## src/logic/lcd_ctrl_regs.svh

```systemverilog
// Constants for the LCD supply, reset-default and frame-event control block
`ifndef LCD_CTRL_REGS_SVH
`define LCD_CTRL_REGS_SVH

// Supply-select encodings
`define SUP_INT_VLL2     2'h0
`define SUP_INT_VLL3     2'h1
`define SUP_EXT_VLCD     2'h2
`define SUP_EXT_BIAS     2'h3

// Reset values of the configuration fields
`define RST_DUTY         2'h3
`define RST_BIAS         2'h2
`define RST_FRAME_CLK    3'h0
`define RST_SUPPLY       2'h0
`define RST_BYPASS       1'h0
`define RST_BLINK        3'h0
`define RST_FP_EN        41'h0

// Frontplane count
`define FP_COUNT         41

// Pump settle time in timebase cycles
`define PUMP_SETTLE      5'h10
`define PUMP_CNT_ZERO    5'h00
`define PUMP_CNT_ONE     5'h01

// Frame timing in timebase cycles per sub-frame
`define FRAME_CNT_W      12
`define SUBFRAME_BASE    12'h010
`define FRAME_CNT_ZERO   12'h000
`define FRAME_CNT_ONE    12'h001

`endif

```

## src/logic/lcd_ctrl_pkg.sv

```systemverilog
// Types shared by the LCD supply, reset-default and frame-event logic
`default_nettype none
package lcd_ctrl_pkg;

  // Software-written configuration fields
  typedef struct packed {
    logic [1:0]  supply_select;
    logic        buffer_bypass;
    logic        pump_enable;
    logic        pump_mode_select;
    logic [2:0]  frame_clock_select;
    logic [2:0]  blink_rate;
    logic        low_power_waveform;
    logic        frame_irq_enable;
    logic [40:0] frontplane_enable;
  } cfg_t;

  // Decoded supply and analog-control outputs
  typedef struct packed {
    logic power_switch_one;
    logic power_switch_two;
    logic power_switch_three;
    logic buffer_enable;
    logic divider_enable;
    logic vdd_supply;
    logic mid_bias_internal;
  } supply_t;

  // Frame sequencer state
  typedef enum logic [1:0] {
    FRM_FIRST  = 2'b01,
    FRM_SECOND = 2'b10
  } frame_state_t;

endpackage
`default_nettype wire

```

## src/logic/lcd_supply_decode.sv

```systemverilog
// Combinational supply-select and pump decode for the LCD power path
`timescale 1ns/1ps
`default_nettype none
`include "lcd_ctrl_regs.svh"
module lcd_supply_decode (
  input  wire logic [1:0]           supply_select_i,
  input  wire logic                 buffer_bypass_i,
  input  wire logic                 pump_enable_i,
  input  wire logic                 pump_mode_select_i,
  output lcd_ctrl_pkg::supply_t     sup_o
);

  // Switch map per supply source; 00 and 01 feed the module from VDD
  always_comb begin
    sup_o = '0;
    case (supply_select_i)
      `SUP_INT_VLL2: begin
        sup_o.power_switch_one = 1'b1;
        sup_o.vdd_supply       = 1'b1;
      end
      `SUP_INT_VLL3: begin
        sup_o.power_switch_two = 1'b1;
        sup_o.vdd_supply       = 1'b1;
      end
      `SUP_EXT_VLCD: begin
        sup_o.power_switch_three = 1'b1;
      end
      `SUP_EXT_BIAS: begin
        sup_o.power_switch_three = 1'b0;
      end
      default: begin
        sup_o.power_switch_three = 1'b0;
      end
    endcase
    // Buffer floats whenever bypassed or not on the external path
    sup_o.buffer_enable = ~buffer_bypass_i & sup_o.power_switch_three;
    // Doubler keeps the 2/3 divider in; tripler shorts it
    sup_o.divider_enable = ~pump_mode_select_i;
    sup_o.mid_bias_internal = pump_enable_i;
  end

endmodule // lcd_supply_decode
`default_nettype wire

```

## src/logic/lcd_supply_irq_reset_ctrl.sv

```systemverilog
// Top of the LCD supply, reset-default and frame-event control block
`timescale 1ns/1ps
`default_nettype none
`include "lcd_ctrl_regs.svh"
module lcd_supply_irq_reset_ctrl (
  input  wire logic                 clk_i,
  input  wire logic                 rst_b_i,
  // Configuration write port: cfg_we_i loads every field at once
  input  wire logic                 cfg_we_i,
  input  wire lcd_ctrl_pkg::cfg_t   cfg_i,
  input  wire logic                 display_enable_we_i,
  input  wire logic                 display_enable_i,
  input  wire logic                 duty_we_i,
  input  wire logic [1:0]           duty_i,
  input  wire logic                 bias_we_i,
  input  wire logic [1:0]           bias_i,
  input  wire logic                 flag_write_i,
  input  wire logic                 flag_write_data_i,
  // State seen by software and the analog/waveform blocks
  output lcd_ctrl_pkg::cfg_t        cfg_o,
  output lcd_ctrl_pkg::supply_t     sup_o,
  output logic                      display_enable_o,
  output logic [1:0]                duty_o,
  output logic [1:0]                bias_o,
  output logic                      drivers_on_o,
  output logic [40:0]               frontplane_drive_o,
  output logic                      frame_event_flag_o,
  output logic                      lcd_irq_o,
  output logic                      subframe_o
);

  // Live configuration and helper nets
  lcd_ctrl_pkg::cfg_t               cfg;
  lcd_ctrl_pkg::supply_t            next_sup;
  lcd_ctrl_pkg::frame_state_t       frame_state;
  logic                             pump_prev;
  logic [4:0]                       pump_cnt;
  logic [`FRAME_CNT_W-1:0]          frame_cnt;
  logic [`FRAME_CNT_W-1:0]          subframe_len;
  logic                             event_pulse;
  logic                             pump_rise;
  logic                             next_drivers_on;

  // Sub-frame length grows by powers of two with the frame-clock select
  // (16 to 2048 cycles, so the shift never leaves the counter width)
  function automatic logic [`FRAME_CNT_W-1:0] len_of(input logic [2:0] sel);
    len_of = `FRAME_CNT_W'(`SUBFRAME_BASE << sel);
  endfunction

  // Supply and pump decode; registered below so outputs stay on flops
  lcd_supply_decode u_decode (
    .supply_select_i    (cfg.supply_select),
    .buffer_bypass_i    (cfg.buffer_bypass),
    .pump_enable_i      (cfg.pump_enable),
    .pump_mode_select_i (cfg.pump_mode_select),
    .sup_o              (next_sup)
  );

  // Configuration fields; reset brings back the defined defaults.
  // Pump-enable ordering is not left to software; the settle window below blocks the drivers.
  // Every field is loaded at once; there is no per-field write mask.
  always_ff @(posedge clk_i) begin
    if (!rst_b_i) begin
      cfg                    <= '0;
      cfg.frame_clock_select <= `RST_FRAME_CLK;
      cfg.supply_select      <= `RST_SUPPLY;
      cfg.buffer_bypass      <= `RST_BYPASS;
      cfg.blink_rate         <= `RST_BLINK;
      cfg.frontplane_enable  <= `RST_FP_EN;
    end else if (cfg_we_i) begin
      cfg <= cfg_i;
    end
  end

  // Display enable, duty and bias
  // Duty code 3 is 1/4 multiplex and bias code 2 is 1/3 bias
  always_ff @(posedge clk_i) begin
    if (!rst_b_i) begin
      display_enable_o <= 1'b0;
      duty_o           <= `RST_DUTY;
      bias_o           <= `RST_BIAS;
    end else begin
      if (display_enable_we_i) begin
        display_enable_o <= display_enable_i;
      end
      if (duty_we_i) begin
        duty_o <= duty_i;
      end
      if (bias_we_i) begin
        bias_o <= bias_i;
      end
    end
  end

  // Pump settle window: counts 16 cycles from the rising pump enable
  // Dropping and raising the pump again restarts the whole window
  assign pump_rise = cfg.pump_enable & ~pump_prev;
  always_ff @(posedge clk_i) begin
    if (!rst_b_i) begin
      pump_prev <= 1'b0;
      pump_cnt  <= `PUMP_CNT_ZERO;
    end else begin
      pump_prev <= cfg.pump_enable;
      if (pump_rise) begin
        pump_cnt <= `PUMP_SETTLE;
      end else if (pump_cnt != `PUMP_CNT_ZERO) begin
        pump_cnt <= pump_cnt - `PUMP_CNT_ONE;
      end
    end
  end

  // Drivers are high impedance unless enabled and past the settle window
  // The rising pump edge itself blocks them, so no enabled cycle slips
  // through between the enable and the counter load
  assign next_drivers_on = display_enable_o & ~pump_rise
                         & (pump_cnt == `PUMP_CNT_ZERO);
  always_ff @(posedge clk_i) begin
    if (!rst_b_i) begin
      drivers_on_o       <= 1'b0;
      frontplane_drive_o <= `RST_FP_EN;
    end else begin
      drivers_on_o       <= next_drivers_on;
      frontplane_drive_o <= next_drivers_on ?
                            cfg.frontplane_enable : `RST_FP_EN;
    end
  end

  // Registered supply decode, so outputs leave flip-flops
  always_ff @(posedge clk_i) begin
    if (!rst_b_i) begin
      sup_o <= '0;
    end else begin
      sup_o <= next_sup;
    end
  end

  // Software-visible copy, one cycle behind the live copy, so that it
  // lines up with the registered supply decode
  always_ff @(posedge clk_i) begin
    if (!rst_b_i) begin
      cfg_o <= '0;
    end else begin
      cfg_o <= cfg;
    end
  end

  // Frame sequencer: two equal sub-frames per frame; frame rate is the
  // same in both waveforms, only the event rate doubles in low power
  // Switching the display off parks the sequencer at the head of a frame
  assign subframe_len = len_of(cfg.frame_clock_select);
  assign event_pulse  = display_enable_o
                      & (frame_cnt == subframe_len - `FRAME_CNT_ONE)
                      & (cfg.low_power_waveform
                         | (frame_state == lcd_ctrl_pkg::FRM_SECOND));
  always_ff @(posedge clk_i) begin
    if (!rst_b_i || !display_enable_o) begin
      frame_cnt   <= `FRAME_CNT_ZERO;
      frame_state <= lcd_ctrl_pkg::FRM_FIRST;
      subframe_o  <= 1'b0;
    end else if (frame_cnt >= subframe_len - `FRAME_CNT_ONE) begin
      frame_cnt <= `FRAME_CNT_ZERO;
      case (frame_state)
        lcd_ctrl_pkg::FRM_FIRST: begin
          frame_state <= lcd_ctrl_pkg::FRM_SECOND;
          subframe_o  <= 1'b1;
        end
        lcd_ctrl_pkg::FRM_SECOND: begin
          frame_state <= lcd_ctrl_pkg::FRM_FIRST;
          subframe_o  <= 1'b0;
        end
        default: begin
          frame_state <= lcd_ctrl_pkg::FRM_FIRST;
          subframe_o  <= 1'b0;
        end
      endcase
    end else begin
      frame_cnt <= frame_cnt + `FRAME_CNT_ONE;
    end
  end

  // Sticky event flag, write-one-to-clear; a new event wins over the clear
  // Writing zero is ignored, so software can write back what it read
  always_ff @(posedge clk_i) begin
    if (!rst_b_i) begin
      frame_event_flag_o <= 1'b0;
    end else if (event_pulse) begin
      frame_event_flag_o <= 1'b1;
    end else if (flag_write_i && flag_write_data_i) begin
      frame_event_flag_o <= 1'b0;
    end
  end

  // Interrupt follows flag and enable, one cycle behind the flag
  // Registered to keep every output on a flop, at one cycle of latency
  always_ff @(posedge clk_i) begin
    if (!rst_b_i) begin
      lcd_irq_o <= 1'b0;
    end else begin
      lcd_irq_o <= frame_event_flag_o & cfg.frame_irq_enable;
    end
  end

endmodule // lcd_supply_irq_reset_ctrl
`default_nettype wire

```

## config.mk

```make
export PLATFORM = sky130hd
export DESIGN_NAME = lcd_supply_irq_reset_ctrl
export DESIGN_NICKNAME = d
export VERILOG_FILES = /design/src/logic/lcd_ctrl_pkg.sv /design/src/logic/lcd_supply_decode.sv /design/src/logic/lcd_supply_irq_reset_ctrl.sv
export VERILOG_INCLUDE_DIRS = /design/src /design/src/logic
export SDC_FILE = /design/constraint.sdc
export NUM_CORES = 1
export LEC_CHECK = 0
export ABC_CLOCK_PERIOD_IN_PS = 3700
export BUFFER_PORTS_ARGS = -buffer_cell sky130_fd_sc_hd__buf_2
export CORE_ASPECT_RATIO = 1.5
export CORE_MARGIN = 2
export CORE_UTILIZATION = 45
export CTS_CLUSTER_DIAMETER = 100
export CTS_CLUSTER_SIZE = 8
export DETAILED_ROUTE_END_ITERATION = 10
export GPL_ROUTABILITY_DRIVEN = 0
export PLACE_DENSITY = 0.76
export SYNTH_ARGS = -nofsm -noshare
export SYNTH_HDL_FRONTEND = slang
export SYNTH_HIERARCHICAL = 1
export SYNTH_SLANG_ARGS = --single-unit
```

## constraint.sdc

```tcl
create_clock -name clk_i -period 3.7 [get_ports clk_i]
set_clock_uncertainty 0.15 [all_clocks]
set_input_delay 0.185 -clock clk_i [delete_from_list [all_inputs] [get_ports clk_i]]
set_output_delay 0.185 -clock clk_i [all_outputs]
set_load 0.01 [all_outputs]
```

Word level (Yosys, flattened, before mapping)
Cells that the tools add are included.
Word-level totals
  output and inout port bits: 111
  bits in registers: 183
  input port bits: 67
  logic and storage cells: 82
Operators by class
  eq/ne operators: 5
  bitwise logic cells: 13
  shift-type cells: 1
  reduce and logical (&&, ||, !) cells: 13
  mux-type cells: 10
  add/subtract/negate cells: 3
  $lt $le $gt $ge: 1
Operators with widths (count)
  $add 12x1->12 const B: 1
  $eq 12x12->1: 1
  $ge 12x12->1: 1
  $shl 5x3->12 const A: 1
  $sub 12x1->12 const B: 1
  $mux 5: 2
  $and 1x1->1: 7
  $mux 1: 7
  $reduce_or 2->1: 3
  $logic_not 5->1: 1
  $not 1->1: 5
  $reduce_bool 5->1: 1
  $sub 5x1->5 const B: 1
  $eq 2x1->1 const B: 2
  $eq 2x2->1 const B: 2
  $reduce_bool 2->1: 2
  $logic_not 1->1: 2
  $logic_not 2->1: 1
  $mux 2: 1
  $reduce_and 2->1: 1
  $logic_and 1x1->1: 1
  $logic_or 1x1->1: 1
  $or 1x1->1: 1

Depth between registers and ports, before layout
  depth after elaboration: 6
  mapped depth: 8

Cells and area by module
Netlist, hierarchy kept.
By module, submodules not included
  lcd_supply_irq_reset_ctrl: cells an instance 534, seq. area each 3663.5 um2, area each 6075.8 um2, instances 1
  lcd_supply_decode: cells an instance 7, seq. area each 0.0 um2, area each 46.3 um2, instances 1

Worst setup path before layout
OpenSTA, ideal clock, no wires.
  path kind: reg-to-reg
  start point: reg cfg[48] (netlist bit)
  end point: reg subframe_o
  library setup time: 0.121 ns
  path buffers: 1
  data required time: 3.429 ns
  cell stages (with the launch flop): 8
  clock period less this slack: 2.103 ns
  setup slack: 1.597 ns
  arrival: 1.832 ns
  path through: dfxtp_1 -> clkbuf_1 -> nand2_1 -> ha_1 -> a211oi_2 -> o21bai_1 -> a211oi_1 -> mux2_2
On the way
  cells in the longest elaborated chain, start to end: 3
RTL lines
  start: declaration: RTL line lcd_supply_irq_reset_ctrl.sv:33  | lcd_ctrl_pkg::cfg_t cfg;
  start signal: assignment: RTL line lcd_supply_irq_reset_ctrl.sv:71  | cfg <= cfg_i;
  $shl 5x3->12 (no source line)
  $sub 12x1->12 (no source line)
  $ge 12x12->1 (no source line)
  end signal: assignment: RTL line lcd_supply_irq_reset_ctrl.sv:159  | subframe_o <= 1'b0;
  end signal: assignment: RTL line lcd_supply_irq_reset_ctrl.sv:165  | subframe_o <= 1'b1;
  end signal: assignment: RTL line lcd_supply_irq_reset_ctrl.sv:169  | subframe_o <= 1'b0;
  end: declaration: RTL line lcd_supply_irq_reset_ctrl.sv:29  | output logic subframe_o
Every way passes these cells.
A chain may end at the register's enable or synchronous reset.

Worst setup path in the final report
Ends and elaborated chain as after synthesis.

==> reports/qor.csv <==
metric,value,unit
status,finished clean,
DRC Markers,0,
CTS Buf Count,17,
register share of total power,0.477,
non-filler instance count after layout,953,
die width,99.2,um
RSZ-0062 raised after global routing,no,
drt wl/cell,13.8,um
Mapped Nets,619,
most frequent cells in the layout,"dfxtp_1 (183), buf_2 (176), and2_1 (103)",
Post-DP HPWL,8.31,mm
Slew headroom,0.344,
Final Hold Fails,0,
initial core utilization,0.457,
Vias,4387,
CTS root buf,clkbuf_16,
critical path class,flop to flop,
largest net degree at the start of global routing,127,
Initial DRC Count,75,
vias in the first global route,4501,
fin crit period,2.34,ns
Post-Syn Instances,541,
TritonCTS clock tree,done,
"most common cell after layout, fill and taps aside",dfxtp_1,
Synth Warn #,6,
total power,0.00444,W
Final ANT Viol Nets,0,
Synth async-reset ratio,0,
syn_area_per_cell,11.3,sq um
CP Max Fanout,9,
Comb power frac,0.096,
Crit. End Element,flop,
CTS max path bufs,2,
Synth cell types,37,
internal power,0.00343,W
Syn-to-layout area delta,37.1,%
worst-skew pair later-pin latency,0.41,ns
drt total wl,13.1,mm
Psw,0.00100,W
clock power share,0.427,
setup tns final,0,ns
Startpoint Class,flop,
fin crit share,0.634,
Clock Sinks,183,
Synth Cell Area,6120,sq um
initial antenna violation count,1,
PortBufs,177,
Pleak,3.96,nW
Max Slew Vio Count,0,
sequential fraction of the synthesis area,0.598,
max_cap viols,0,
drt first pass iters,4,
highest clock rate,0.427,GHz
crit path DAT,2.50,ns
CP Data Required Time,3.85,ns
GRT Resource Usage Total,0.182,
final global-route overflow total,0,
cts repair resizes,0,
"CTS clk-pin slew, worst paths",0.07,ns
core area,13400,sq um
"FF+latch count, synth",183,
nets@finish,855,
layout cell share with drive strength beyond 1,0.272,
io pins,178,
FP Rows,52,
Via density,4.60,
peak supply drop,0.000324,V
first-pass GRT wire length,21.3,mm
sw frac,0.226,
die height,147,um
worst slew pin tran,0.985,ns
power per cell area,529,nW/um^2
number of synthesized flops with an enable pin,0,
ys flop type,dfxtp_1,
Setup-failing EPs final,0,
worst hold-check path type,input pin to flop,
WHS,0.138,ns
CTS H-tree lvls,4,
Die ar.,14600,sq um
flop2flop setup slack,1.36,ns
placed cells,854,
-- area by class of cell --
class	instances	area [sq um]
clock buffer	20	437
inverter	7	26.3
multi-input combinational	323	2300
timing repair buffer	245	1560
sequential	183	3660
fill	1049	5010
tap	162	203
antenna	1	2.50
clock inverter	12	196
-- timing repair --
action,CTS,global route
hold buffers,66,0
endpoints found under the hold margin,60,0
buffers inserted,0,0
-- per-layer routing --
metal / global-route usage / vias up / routed length [um]
li1: - / 2206 / -
met1: 0.193 / 2033 / 5090
met2: 0.334 / 122 / 7070
met3: 0.0476 / 26 / 675
met4: 0.0767 / 0 / 311
met5: 0 / - / 0
-- final timing paths --
| check | end | startpoint | depth (start not counted) |
|---|---|---|---|
| min | frame_state[0]$_SDFFE_PP1P_ | rst_b_i | 4 |
| max | subframe_o$_SDFFE_PP0P_ | cfg[48]$_SDFFE_PN0P_ | 6 |
| max reg2reg | subframe_o$_SDFFE_PP0P_ | cfg[48]$_SDFFE_PN0P_ | 6 |
| min reg2reg | frame_cnt[0]$_SDFF_PP0_ | frame_cnt[0]$_SDFF_PP0_ | 1 |
-- state kept, by name, summed over array words and instances, names as in the netlist --
name / cells
cfg_o: 54
duty_o: 2
subframe_o: 1
drivers_on_o: 1
cfg: 54
frame_cnt: 12
sup_o: 7
lcd_irq_o: 1
frontplane_drive_o: 41
frame_state: 1
frame_event_flag_o: 1
display_enable_o: 1
bias_o: 2
pump_cnt: 5
-- cell usage after synthesis (2+ instances only) --
cell type | instances | area share
dfxtp_1 | 183 | 0.60
and2_1 | 103 | 0.11
mux2i_1 | 61 | 0.10
nor2b_1 | 58 | 0.059
nor2_1 | 21 | 0.013
clkbuf_1 | 14 | 0.0086
nand2_1 | 12 | 0.0074
ha_1 | 11 | 0.022
xnor2_1 | 9 | 0.013
buf_2 | 8 | 0.0065
inv_1 | 7 | 0.0043
nand4_1 | 5 | 0.0051
and3_1 | 4 | 0.0041
nand3_1 | 4 | 0.0033
nor3_1 | 4 | 0.0033
o21ai_0 | 4 | 0.0033
xor2_1 | 4 | 0.0057
a21oi_1 | 3 | 0.0025
clkbuf_2 | 3 | 0.0025
nor4_1 | 3 | 0.0031
a211oi_1 | 2 | 0.0025
a21boi_0 | 2 | 0.0025
buf_4 | 2 | 0.0025
-- through the flow --
| step | cell area, sq um | worst slack (ns) | util |
|---|---|---|---|
| finish | 8390 | 1.36 | 0.626 |
| global route | 8390 | 1.27 | 0.626 |
| CTS | 8390 | 1.44 | 0.626 |
| detailed placement | 7090 | 1.46 | 0.529 |
| global placement | 7090 | 1.58 | 0.529 |
| floorplan | 6120 | 1.60 | - |
-- worst max-delay path, cell delays in order (launching register included) --
cell	delay, ns
dfxtp_1	0.47
nor2_1	0.10
ha_1	0.31
a21oi_1	0.17
o21ai_0	0.18
a211oi_1	0.46
mux2_2	0.39
-- power groups by stage --
| stage | registers, W | logic (W) | clock network, W |
|---|---|---|---|
| floorplan | 0.00217 | 0.000237 | 0 |
| global placement | 0.00215 | 0.000353 | 0 |
| detailed placement | 0.00216 | 0.000374 | 0 |
| CTS | 0.00212 | 0.000431 | 0.00194 |
| global route | 0.00213 | 0.000472 | 0.00201 |
| finish | 0.00212 | 0.000427 | 0.00189 |
-- cells by family after synthesis --
logic type	after synthesis	synth area share
AOI/OAI and AO/OA	15	0.0170
other	1	0.000613
DFF	183	0.598
adders and majority gates	11	0.0225
and+or+nand+nor	221	0.215
buffers and inverters	35	0.0262
muxes	62	0.102
xor gates and xnor gates	13	0.0186
Note: power is estimated with default switching activity, not from simulation.
